--- src/inc/csf_pkg.sv ---
// Shared constants and types of the combined serial frame controller.
// Assumes one 125 MHz peripheral clock and a synchronous active-low reset.
//
// Overview of operation
// - Combined mode sends periodic deserial frames and interleaves pushed SPI frames.
// - In combined mode, a push in the last two cycles of delay-after-transfer corrupts the frame.
// - Running status drops once halted and any frame in flight has ended.
// - Transfer-complete flag raises the request when its enable is set.
package csf_pkg;

    ////////////////////////////////////////////////////////////////////////
    // Clock and timing
    localparam int CLK_NS       = 8;
    localparam int DAT_NS       = 64;    // Delay-after-transfer, least time
    localparam int DAT_CYC      = (DAT_NS + CLK_NS - 1) / CLK_NS;
    localparam int HAZARD_CYC   = 2;     // Tail of the delay phase at risk
    localparam int SCK_HALF     = 4;     // Clock cycles per serial half period
    localparam int DSI_PERIOD   = 256;   // Cycles between deserial frames
    localparam int FRAME_BITS   = 16;
    localparam int CMD_BITS     = 8;

    ////////////////////////////////////////////////////////////////////////
    // Reset values
    localparam logic       SCK_IDLE  = 1'b0;
    localparam logic       CS_IDLE_N = 1'b1;

    ////////////////////////////////////////////////////////////////////////
    // Modes and states
    typedef enum logic [1:0] {
        CSF_COMBINED,
        CSF_DSI_ONLY,
        CSF_SPI_ONLY
    } csf_mode_t;

    typedef enum logic [2:0] {
        CSF_IDLE,
        CSF_SHIFT,
        CSF_DAT,
        CSF_HALTED
    } csf_state_t;

    // One entry of the transmit push register
    typedef struct packed {
        logic [CMD_BITS-1:0]   cmd;
        logic [FRAME_BITS-1:0] data;
    } csf_push_t;

endpackage : csf_pkg

--- src/hw/csf_ctrl.sv ---
// Combined serial frame controller: deserial and SPI frame scheduler,
// serial shifter, halt handling and transfer-complete request.
// Assumes control bits come from same-clock logic; sdi is asynchronous.
`timescale 1ns/1ps
module csf_ctrl #(
    parameter int DAT_CYC    = csf_pkg::DAT_CYC,
    parameter int SCK_HALF   = csf_pkg::SCK_HALF,
    parameter int DSI_PERIOD = csf_pkg::DSI_PERIOD
) (
    // Clock and reset
    input  wire logic                        clk,
    input  wire logic                        rst_n,
    // Configuration and control
    input  wire csf_pkg::csf_mode_t          mode,
    input  wire logic                        halt_req,
    input  wire logic                        transfer_complete_req_enable,
    input  wire logic                        tcf_clr,
    input  wire logic                        corrupt_clr,
    input  wire logic [csf_pkg::FRAME_BITS-1:0] dsi_data,
    // Transmit push register
    input  wire logic                        push_valid,
    input  wire csf_pkg::csf_push_t          push_in,
    output logic                             push_ready,
    // Status
    output logic                             txrx_running_status,
    output logic                             transfer_complete_flag,
    output logic                             tcf_irq,
    output logic                             corrupt_seen,
    output logic [csf_pkg::FRAME_BITS-1:0]   rx_data,
    output logic [csf_pkg::CMD_BITS-1:0]     frame_cmd,
    // Serial pins
    output logic                             sck_o,
    output logic                             sdo_o,
    output logic                             cs_n_o,
    input  wire logic                        sdi_i
);

    localparam int FB  = csf_pkg::FRAME_BITS;
    localparam int HW  = $clog2(SCK_HALF + 1);
    localparam int DW  = $clog2(DAT_CYC + 1);
    localparam int PW  = $clog2(DSI_PERIOD + 1);
    localparam int BW  = $clog2(FB + 1);
    localparam logic [HW-1:0] HALF_LAST = HW'(SCK_HALF - 1);
    localparam logic [DW-1:0] DAT_LAST  = DW'(DAT_CYC - 1);
    localparam logic [DW-1:0] HAZ_FIRST = DW'(DAT_CYC - csf_pkg::HAZARD_CYC);
    localparam logic [PW-1:0] PER_LAST  = PW'(DSI_PERIOD - 1);

    csf_pkg::csf_state_t    state_ff, nxt_state;
    csf_pkg::csf_push_t     pend_ff;
    logic                   pend_vld_ff, pend_bad_ff, dsi_due_ff;
    logic                   tcf_ff, corrupt_ff, sck_ff, cs_n_ff, bad_ff;
    logic [FB-1:0]          sh_ff, rx_ff;
    logic [csf_pkg::CMD_BITS-1:0] cmd_ff;
    logic [HW-1:0]          half_ff;
    logic [DW-1:0]          dat_ff;
    logic [PW-1:0]          per_ff;
    logic [BW-1:0]          bit_ff;
    logic                   sdi_m_ff, sdi_s_ff;

    ////////////////////////////////////////////////////////////////////////
    // Decode
    wire logic is_idle    = (state_ff == csf_pkg::CSF_IDLE);
    wire logic is_shift   = (state_ff == csf_pkg::CSF_SHIFT);
    wire logic is_dat     = (state_ff == csf_pkg::CSF_DAT);
    wire logic spi_ok     = (mode != csf_pkg::CSF_DSI_ONLY);
    wire logic dsi_ok     = (mode != csf_pkg::CSF_SPI_ONLY);
    wire logic push_take  = push_valid && push_ready;
    // Combined mode only: single-mode operation has no interleave hazard
    wire logic hazard     = is_dat && (dat_ff >= HAZ_FIRST)
                            && (mode == csf_pkg::CSF_COMBINED);
    wire logic start_spi  = is_idle && !halt_req && pend_vld_ff && spi_ok;
    wire logic start_dsi  = is_idle && !halt_req && !start_spi
                            && dsi_due_ff && dsi_ok;
    wire logic half_end   = is_shift && (half_ff == HALF_LAST);
    wire logic rise       = half_end && !sck_ff;
    wire logic fall       = half_end && sck_ff;
    // A corrupted frame is one bit short: the framing is wrong
    wire logic [BW-1:0] nbits = bad_ff ? BW'(FB - 1) : BW'(FB);
    wire logic frame_end  = fall && (bit_ff + BW'(1) == nbits);
    wire logic dat_end    = is_dat && (dat_ff == DAT_LAST);

    assign push_ready             = !pend_vld_ff && spi_ok;
    assign txrx_running_status    = (state_ff != csf_pkg::CSF_HALTED);
    assign transfer_complete_flag = tcf_ff;
    assign tcf_irq                = tcf_ff && transfer_complete_req_enable;
    assign corrupt_seen           = corrupt_ff;
    assign rx_data                = rx_ff;
    assign frame_cmd              = cmd_ff;
    assign sck_o                  = sck_ff;
    assign sdo_o                  = sh_ff[FB-1];
    assign cs_n_o                 = cs_n_ff;

    ////////////////////////////////////////////////////////////////////////
    // Frame sequencer; halt is honoured only between frames so that the
    // frame in flight and its delay phase always finish
    always_comb begin
        nxt_state = state_ff;
        case (state_ff)
            csf_pkg::CSF_IDLE: begin
                if (halt_req) begin
                    nxt_state = csf_pkg::CSF_HALTED;
                end else if (start_spi || start_dsi) begin
                    nxt_state = csf_pkg::CSF_SHIFT;
                end
            end
            csf_pkg::CSF_SHIFT: begin
                if (frame_end) begin
                    nxt_state = csf_pkg::CSF_DAT;
                end
            end
            csf_pkg::CSF_DAT: begin
                if (dat_end) begin
                    nxt_state = csf_pkg::CSF_IDLE;
                end
            end
            csf_pkg::CSF_HALTED: begin
                if (!halt_req) begin
                    nxt_state = csf_pkg::CSF_IDLE;
                end
            end
            default: nxt_state = csf_pkg::CSF_IDLE;
        endcase
    end

    always_ff @(posedge clk) begin
        if (!rst_n) begin
            state_ff <= csf_pkg::CSF_IDLE;
        end else begin
            state_ff <= nxt_state;
        end
    end

    ////////////////////////////////////////////////////////////////////////
    // Input synchroniser for the serial data pin
    always_ff @(posedge clk) begin
        if (!rst_n) begin
            sdi_m_ff <= 1'b0;
            sdi_s_ff <= 1'b0;
        end else begin
            sdi_m_ff <= sdi_i;
            sdi_s_ff <= sdi_m_ff;
        end
    end

    ////////////////////////////////////////////////////////////////////////
    // Single-entry push slot; hazard marks the queued frame bad
    always_ff @(posedge clk) begin
        if (!rst_n) begin
            pend_ff     <= '0;
            pend_vld_ff <= 1'b0;
            pend_bad_ff <= 1'b0;
        end else if (push_take) begin
            pend_ff     <= push_in;
            pend_vld_ff <= 1'b1;
            pend_bad_ff <= hazard;
        end else if (start_spi) begin
            pend_vld_ff <= 1'b0;
            pend_bad_ff <= 1'b0;
        end
    end

    ////////////////////////////////////////////////////////////////////////
    // Deserial period timer; a due frame waits out a halt
    always_ff @(posedge clk) begin
        if (!rst_n) begin
            per_ff     <= '0;
            dsi_due_ff <= 1'b0;
        end else begin
            per_ff     <= (per_ff == PER_LAST) ? '0 : per_ff + PW'(1);
            dsi_due_ff <= (per_ff == PER_LAST) || (dsi_due_ff && !start_dsi);
        end
    end

    ////////////////////////////////////////////////////////////////////////
    // Serial shifter: mode 0, sample on rising edge, shift on falling
    always_ff @(posedge clk) begin
        if (!rst_n) begin
            sh_ff   <= '0;
            rx_ff   <= '0;
            cmd_ff  <= '0;
            bad_ff  <= 1'b0;
            half_ff <= '0;
            bit_ff  <= '0;
            sck_ff  <= csf_pkg::SCK_IDLE;
            cs_n_ff <= csf_pkg::CS_IDLE_N;
        end else if (start_spi || start_dsi) begin
            sh_ff   <= start_spi ? pend_ff.data : dsi_data;
            cmd_ff  <= start_spi ? pend_ff.cmd : '0;
            bad_ff  <= start_spi && pend_bad_ff;
            half_ff <= '0;
            bit_ff  <= '0;
            cs_n_ff <= 1'b0;
        end else if (is_shift) begin
            half_ff <= half_end ? '0 : half_ff + HW'(1);
            if (half_end) begin
                sck_ff <= !sck_ff;
            end
            if (rise) begin
                rx_ff <= {rx_ff[FB-2:0], sdi_s_ff};
            end
            if (fall) begin
                sh_ff  <= {sh_ff[FB-2:0], 1'b0};
                bit_ff <= bit_ff + BW'(1);
            end
            if (frame_end) begin
                cs_n_ff <= csf_pkg::CS_IDLE_N;
            end
        end
    end

    ////////////////////////////////////////////////////////////////////////
    // Delay-after-transfer counter
    always_ff @(posedge clk) begin
        if (!rst_n || !is_dat) begin
            dat_ff <= '0;
        end else begin
            dat_ff <= dat_ff + DW'(1);
        end
    end

    ////////////////////////////////////////////////////////////////////////
    // Sticky flags; a set in the clear cycle wins
    always_ff @(posedge clk) begin
        if (!rst_n) begin
            tcf_ff     <= 1'b0;
            corrupt_ff <= 1'b0;
        end else begin
            tcf_ff     <= frame_end || (tcf_ff && !tcf_clr);
            corrupt_ff <= (push_take && hazard) || (corrupt_ff && !corrupt_clr);
        end
    end
endmodule : csf_ctrl

--- config.mk ---
export PLATFORM = sky130hd
export DESIGN_NAME = csf_ctrl
export DESIGN_NICKNAME = d
export VERILOG_FILES = /design/src/inc/csf_pkg.sv /design/src/hw/csf_ctrl.sv
export SDC_FILE = /design/constraint.sdc
export NUM_CORES = 1
export LEC_CHECK = 0
export CELL_PAD_IN_SITES_DETAIL_PLACEMENT = 0
export CELL_PAD_IN_SITES_GLOBAL_PLACEMENT = 1
export CORE_MARGIN = 2
export CORE_UTILIZATION = 40
export CTS_BUF_LIST = sky130_fd_sc_hd__clkbuf_2 sky130_fd_sc_hd__clkbuf_4 sky130_fd_sc_hd__clkbuf_8
export CTS_CLUSTER_DIAMETER = 60
export DETAILED_ROUTE_END_ITERATION = 16
export DONT_BUFFER_PORTS = 1
export PLACE_DENSITY_LB_ADDON = 0.1
export SYNTH_ARGS = -nofsm -noshare
export SYNTH_HDL_FRONTEND = slang
export SYNTH_SLANG_ARGS = --single-unit
--- constraint.sdc ---
create_clock -name clk -period 3.8 [get_ports clk]
set_input_delay 0.76 -clock clk [delete_from_list [all_inputs] [get_ports clk]]
set_output_delay 0.76 -clock clk [all_outputs]
set_load 0.05 [all_outputs]
==> results of run 1 <==
==> synthesized netlist by cell type (all sizes together), types with 7 or more instances <==
| master | number | area share, % |
|---|---|---|
| dfxtp | 97 | 48 |
| nand3 | 14 | 2.2 |
| o21ai | 22 | 2.7 |
| o221ai | 15 | 3.2 |
| clkbuf | 10 | 0.93 |
| xor2 | 7 | 1.5 |
| a21boi | 42 | 7.9 |
| nor2 | 19 | 1.8 |
| a32o | 9 | 2.2 |
| buf | 21 | 3.3 |
| a21oi | 22 | 2.8 |
| nand2 | 114 | 11 |
==> state kept, by name, indices dropped and copies added, names as in the netlist, 2 cells and up <==
| register | flops |
|---|---|
| state_ff | 2 |
| sh_ff | 16 |
| per_ff | 9 |
| dat_ff | 4 |
| frame_cmd | 8 |
| rx_data | 16 |
| pend_ff | 24 |
| bit_ff | 5 |
| half_ff | 3 |
==> cell type report <==
cell class	instances	area, um^2
tap	133	166.4
sequential	97	1942
multi-input combinational	323	1913
clock buffer	10	137.6
inverter	5	18.77
timing repair buffer	1	7.507
fill	1006	5534
clock inverter	4	55.05
==> metrics by stage <==
stage | total power [mW] | area, um^2 | setup slack [ns] | hold slack [ns] | utilization (%)
after floorplan | 1.200 | 4044 | 1.689 | 0.4119 | -
after global placement | 1.208 | 4048 | 1.188 | 0.4294 | 41.41
after detailed placement | 1.211 | 4048 | 1.151 | 0.4375 | 41.41
after CTS | 1.887 | 4240 | 1.497 | 0.4529 | 43.38
after global routing | 1.934 | 4240 | 1.304 | 0.4727 | 43.38
final | 1.853 | 4240 | 1.504 | 0.4463 | 43.38
==> per-layer routing <==
layer / vias to the layer above / global-route usage [%]
li1: 1546 / -
met4: 0 / 4.730
met3: 9 / 7.236
met1: 1435 / 19.65
met2: 77 / 27.36
met5: - / 0
==> worst max path at each step <==
stage	from	end	slack [ns]
detailed placement	mode[1]	pend_ff[13]$_SDFFE_PN0P_	1.15
global route	sck_o$_SDFFE_PN0P_	sh_ff[6]$_SDFFE_PN0P_	1.30
global placement	mode[1]	pend_ff[7]$_SDFFE_PN0P_	1.19
floorplan	mode[1]	push_ready	1.69
finish	sck_o$_SDFFE_PN0P_	bit_ff[3]$_SDFFE_PP0P_	1.50
CTS	transfer_complete_flag$_SDFF_PN0_	tcf_irq	1.50
==> cell families after synthesis <==
family          after synthesis  share of synthesized area (%)
compound gates              126                          22.31
xor+xnor                     10                          2.166
fa+ha+maj                     6                          1.856
buf+inv                      36                          4.672
flops                        97                          48.02
simple gates                181                          20.98
==> tightest hold or removal path, stage by stage (launching register included) <==
cell	delay [ns]
dfxtp_1	0.31
nand2_1	0.04
a21boi_0	0.06
==> power breakdown <==
| part | switching (mW) | internal, mW | leakage, nW |
|---|---|---|---|
| Clock | 0.352 | 0.318 | 0.0944 |
| Sequential | 0.0306 | 1.05 | 0.788 |
| Combinational | 0.0637 | 0.0405 | 0.586 |
==> impl_metrics.py, run 1 <==
metrics = {
    "worst_hold_path": {
        "worstHoldPathCells": 2,
        "worstHoldEndpoint": "rx_data[0]$_SDFFE_PN0P_",
        "hp-start": "sdi_s_ff$_SDFF_PN0_",
        "hp-class": "reg -> reg",
    },
    "worst_setup_path": {
        "cpPeakStageDelay_ns": 0.80,
        "r2r_start": "sck_o$_SDFFE_PN0P_",
        "r2r_end": "bit_ff[3]$_SDFFE_PP0P_",
        "worst_ep_arrival_time_ns": 2.53,
        "rr_worst_depth": 4,
        "crit_type": "reg -> reg",
        "cp_max_fo": 23,
        "rrSetupSlack_ns": 1.50,
        "path_cells": "nand3_2 -> or3_1 -> xor2_1 -> nor2_1",
        "crit_family": "simple AND/OR/NAND/NOR gates",
        "crit_slowest_cell": "dfxtp_1",
        "cp-end-kind": "flip-flop",
        "crit_required_ns": 4.04,
        "cp_num_buf_inv": 0,
        "start_kind": "flip-flop",
        "worstSetupPathDepth": 4,
    },
    "grt": {
        "grt_usage_pct": 16.61,
        "grt_pass1_vias": 2933,
        "grt_pass1_wl_mm": 14.63,
        "grt_max_degree": 82,
        "grt_overflow": 0,
        "grt_antenna_before_repair": 0,
    },
    "clocking": {
        "cts_tree": "built",
        "clockBufferDepth": 2,
        "clk_root_buffer_cell": "clkbuf_8",
        "clkTransAtPathRegs_ns": 0.09,
        "cts_hold_buf": 0,
        "htreeDepth": 3,
        "clkSinkCount": 97,
        "cts_resized": 0,
        "clock_latency_ns": 0.36,
        "cts_buffers": 9,
        "postCtsSetupBuffers": 0,
    },
    "sta": {
        "setup_viol": 0,
        "skew_ns": 0.01141,
        "hold_violations": 0,
        "rsz0062_at_grt": "false",
        "worst_pin_slew_ns": 0.9087,
        "finalMaxSlewViolations": 0,
        "slew-limit-headroom_pct": 39.42,
        "period_share_pct": 60.43,
        "final.setup.tns_ns": 0,
        "period_needed_ns": 2.296,
        "fmaxAchievable_ghz": 0.4355,
    },
    "cells_and_area": {
        "area_growth_pct": 4.858,
        "final_cell_mix": "nand2_1 (113), dfxtp_1 (97), a21boi_0 (31)",
        "final_cell_count_no_fill": 573,
        "antenna_cells": 0,
        "nNetsFinal": 493,
        "drive_above_1_share_pct": 6.364,
        "final_common_cell": "nand2_1",
    },
    "floorplan": {
        "dieArea_um2": 10930,
        "num_io_pins": 82,
        "die_w_um": 104.5,
        "die_h_um": 104.5,
        "rows": 36,
        "coreArea_um2": 9774,
        "start_util_pct": 41.37,
    },
    "drt": {
        "dr_wl_met3_um": 729,
        "routed_wl_mm": 8.987,
        "wl_per_cell_um": 15.68,
        "drt_pre_antenna_iters": 5,
        "vias": 3067,
        "met1Wirelength_mm": 3.918,
        "viasPerCell": 5.353,
        "first_iter_violations": 144,
        "wl_met2_mm": 4.195,
        "drc": 0,
        "postRouteAntennaNets": 0,
        "highest_layer": "met4",
    },
    "synth": {
        "synth_nets": 512,
        "ys.warnings.count": 0,
        "syn_avg_cell_area_um2": 8.868,
        "ys_types": 47,
        "synth-seq-cells": 97,
        "ys.flop_type": "dfxtp_1",
        "synthCells": 456,
        "synth_edf_count": 0,
        "mappedNetlistArea_um2": 4044,
        "async_flop_share_pct": 0,
        "yosysSeqAreaShare_pct": 48.02,
    },
    "power_and_ir_drop": {
        "power_density_nw_per_um2": 437.0,
        "p_leak_nw": 1.468,
        "ir_drop_v": 0.0001863,
    },
    "placed_design": {
        "portBuffers": 0,
        "hpwl_mm": 5.870,
        "place_congestion": 0.7163,
        "place_inst": 559,
    },
    "flow_run": {
        "drv_cap": 0,
    },
    "run_status": {
        "status": "finished, final reports clean",
    },
}
(Power assumes the default switching activity.)
==> inputs of run 2 (changes only) <==
Clock period 3.8 ns to 2.1 ns, I/O delays scaled along.
==> impl_metrics.py, run 2 (same netlist as run 1, synthesis figures left out) <==
metrics = {
    "clocking": {
        "clk_root_buffer_cell": "clkbuf_8",
        "clkSinkCount": 97,
        "cts_buffers": 9,
        "postCtsSetupBuffers": 0,
        "clockBufferDepth": 2,
        "cts_hold_buf": 0,
        "htreeDepth": 3,
        "cts_tree": "built",
        "clock_latency_ns": 0.36,
        "clkTransAtPathRegs_ns": 0.10,
        "cts_resized": 0,
    },
    "worst_setup_path": {
        "crit_slowest_cell": "dfxtp_1",
        "crit_family": "simple AND/OR/NAND/NOR gates",
        "cp_num_buf_inv": 0,
        "start_kind": "flip-flop",
        "rr_worst_depth": 4,
        "worstSetupPathDepth": 4,
        "crit_required_ns": 2.35,
        "cpPeakStageDelay_ns": 0.44,
        "worst_ep_arrival_time_ns": 2.07,
        "path_cells": "nor3_4 -> nand3_2 -> and3_1 -> a32o_1",
        "cp_max_fo": 14,
        "crit_type": "reg -> reg",
        "cp-end-kind": "flip-flop",
    },
    "power_and_ir_drop": {
        "switching_share_pct": 24.29,
        "ir_drop_v": 0.0002606,
        "p_leak_nw": 1.519,
        "p_comb_share_pct": 5.8,
        "power_density_nw_per_um2": 779.2,
        "clkPwrFrac_pct": 36.2,
        "switching_power_mw": 0.8184,
        "seq_power_share_pct": 58.0,
        "p_int_mw": 2.551,
    },
    "grt": {
        "grt_antenna_before_repair": 0,
        "grt_usage_pct": 16.37,
        "grt_pass1_vias": 2878,
        "grt_overflow": 0,
        "grt_pass1_wl_mm": 14.38,
        "grt_max_degree": 82,
    },
    "worst_hold_path": {
        "hp-class": "in -> reg",
        "worstHoldPathCells": 1,
    },
    "sta": {
        "hold_ws_ns": 0.1749,
        "slew-limit-headroom_pct": 60.49,
        "finalMaxSlewViolations": 0,
        "fmaxAchievable_ghz": 0.5514,
        "skew_ns": 0.008898,
        "period_share_pct": 86.36,
        "rsz0062_at_grt": "false",
        "worst_pin_slew_ns": 0.5927,
        "period_needed_ns": 1.814,
        "fin_ws_ns": 0.2864,
        "setup_viol": 0,
        "final.setup.tns_ns": 0,
        "hold_violations": 0,
    },
    "drt": {
        "drt_pre_antenna_iters": 4,
        "vias": 3032,
        "postRouteAntennaNets": 0,
        "viasPerCell": 5.201,
        "drc": 0,
        "first_iter_violations": 170,
        "wl_per_cell_um": 15.21,
        "routed_wl_mm": 8.865,
    },
    "floorplan": {
        "die_h_um": 104.5,
        "start_util_pct": 41.37,
        "coreArea_um2": 9774,
        "rows": 36,
        "die_w_um": 104.5,
        "dieArea_um2": 10930,
        "num_io_pins": 82,
    },
    "cells_and_area": {
        "fill_cells": 1000,
        "drive_above_1_share_pct": 8.444,
        "nNetsFinal": 502,
        "regArea_um2": 1942,
        "largest_reg_flops": 24,
        "final_common_cell": "nand2_1",
        "final_cell_mix": "nand2_1 (113), dfxtp_1 (97), a21boi_0 (31)",
        "multi_input_area_um2": 1913,
        "top_register": "pend_ff",
        "antenna_cells": 0,
        "design_area_um2": 4324,
        "area_growth_pct": 6.931,
    },
    "flow_run": {
        "drv_cap": 0,
    },
    "placed_design": {
        "postPlaceCellArea_um2": 4128,
        "hpwl_mm": 6.066,
        "place_congestion": 0.7607,
        "portBuffers": 0,
        "dp_slack_ns": 0.2551,
    },
    "run_status": {
        "status": "finished, final reports clean",
    },
}
[run 2: changes by cell type in the layout (fill, tap and decap cells not counted)]
cell	previous run	this run
clkbuf_4	0	1
clkbuf_8	10	9
clkinvlp_4	1	0
inv_6	0	2
buf_4	1	9
buf_12	0	1
[run 2: final timing paths]
check | end | start | slack, ns
setup / recovery | frame_cmd[7]$_SDFFE_PN0P_ | state_ff[1]$_SDFFE_PN0P_ | 0.29
hold / removal | corrupt_seen$_SDFF_PN0_ | rst_n | 0.17
setup reg to reg | frame_cmd[7]$_SDFFE_PN0P_ | state_ff[1]$_SDFFE_PN0P_ | 0.29
hold reg to reg | sdi_s_ff$_SDFF_PN0_ | sdi_m_ff$_SDFF_PN0_ | 0.44
[run 2: worst reg2reg max path: cells and delay by family, from the launching register on]
| family | cells | cell delay [ns] |
|---|---|---|
| AO/OA/AOI/OAI | 1 | 0.26 |
| flip-flops | 1 | 0.44 |
| AND/OR/NAND/NOR | 3 | 1.03 |
[run 2: power by group through the flow]
stage | registers, mW | logic, mW | clock network, mW
after floorplan | 1.98 | 0.192 | 0
after global placement | 2.00 | 0.197 | 0
after detailed placement | 2.00 | 0.200 | 0
after CTS | 1.95 | 0.200 | 1.28
after global routing | 1.96 | 0.224 | 1.36
final | 1.95 | 0.195 | 1.22
[run 2: per-stage QoR]
stage / power [mW] / std cells / util [%]
floorplan: 2.171 / 456 / -
global placement: 2.192 / 568 / 42.23
detailed placement: 2.197 / 568 / 42.23
CTS: 3.431 / 583 / 44.24
global route: 3.541 / 583 / 44.24
finish: 3.369 / 583 / 44.24
[run 2: routing by layer]
layer	GRT usage, %	share of wire, %	vias to the layer above
met5	0	0	-
met4	6.950	1.3	0
met3	5.490	6.9	9
met2	24.70	44	66
met1	21.35	48	1398
li1	-	-	1559
[run 2: layout make-up]
type,count,area share [%]
clock buffer,10,3.038
clock inverter,5,1.505
inverter,5,0.4340
multi-input combinational,323,44.24
sequential,97,44.91
tap,133,3.848
timing repair buffer,10,2.025
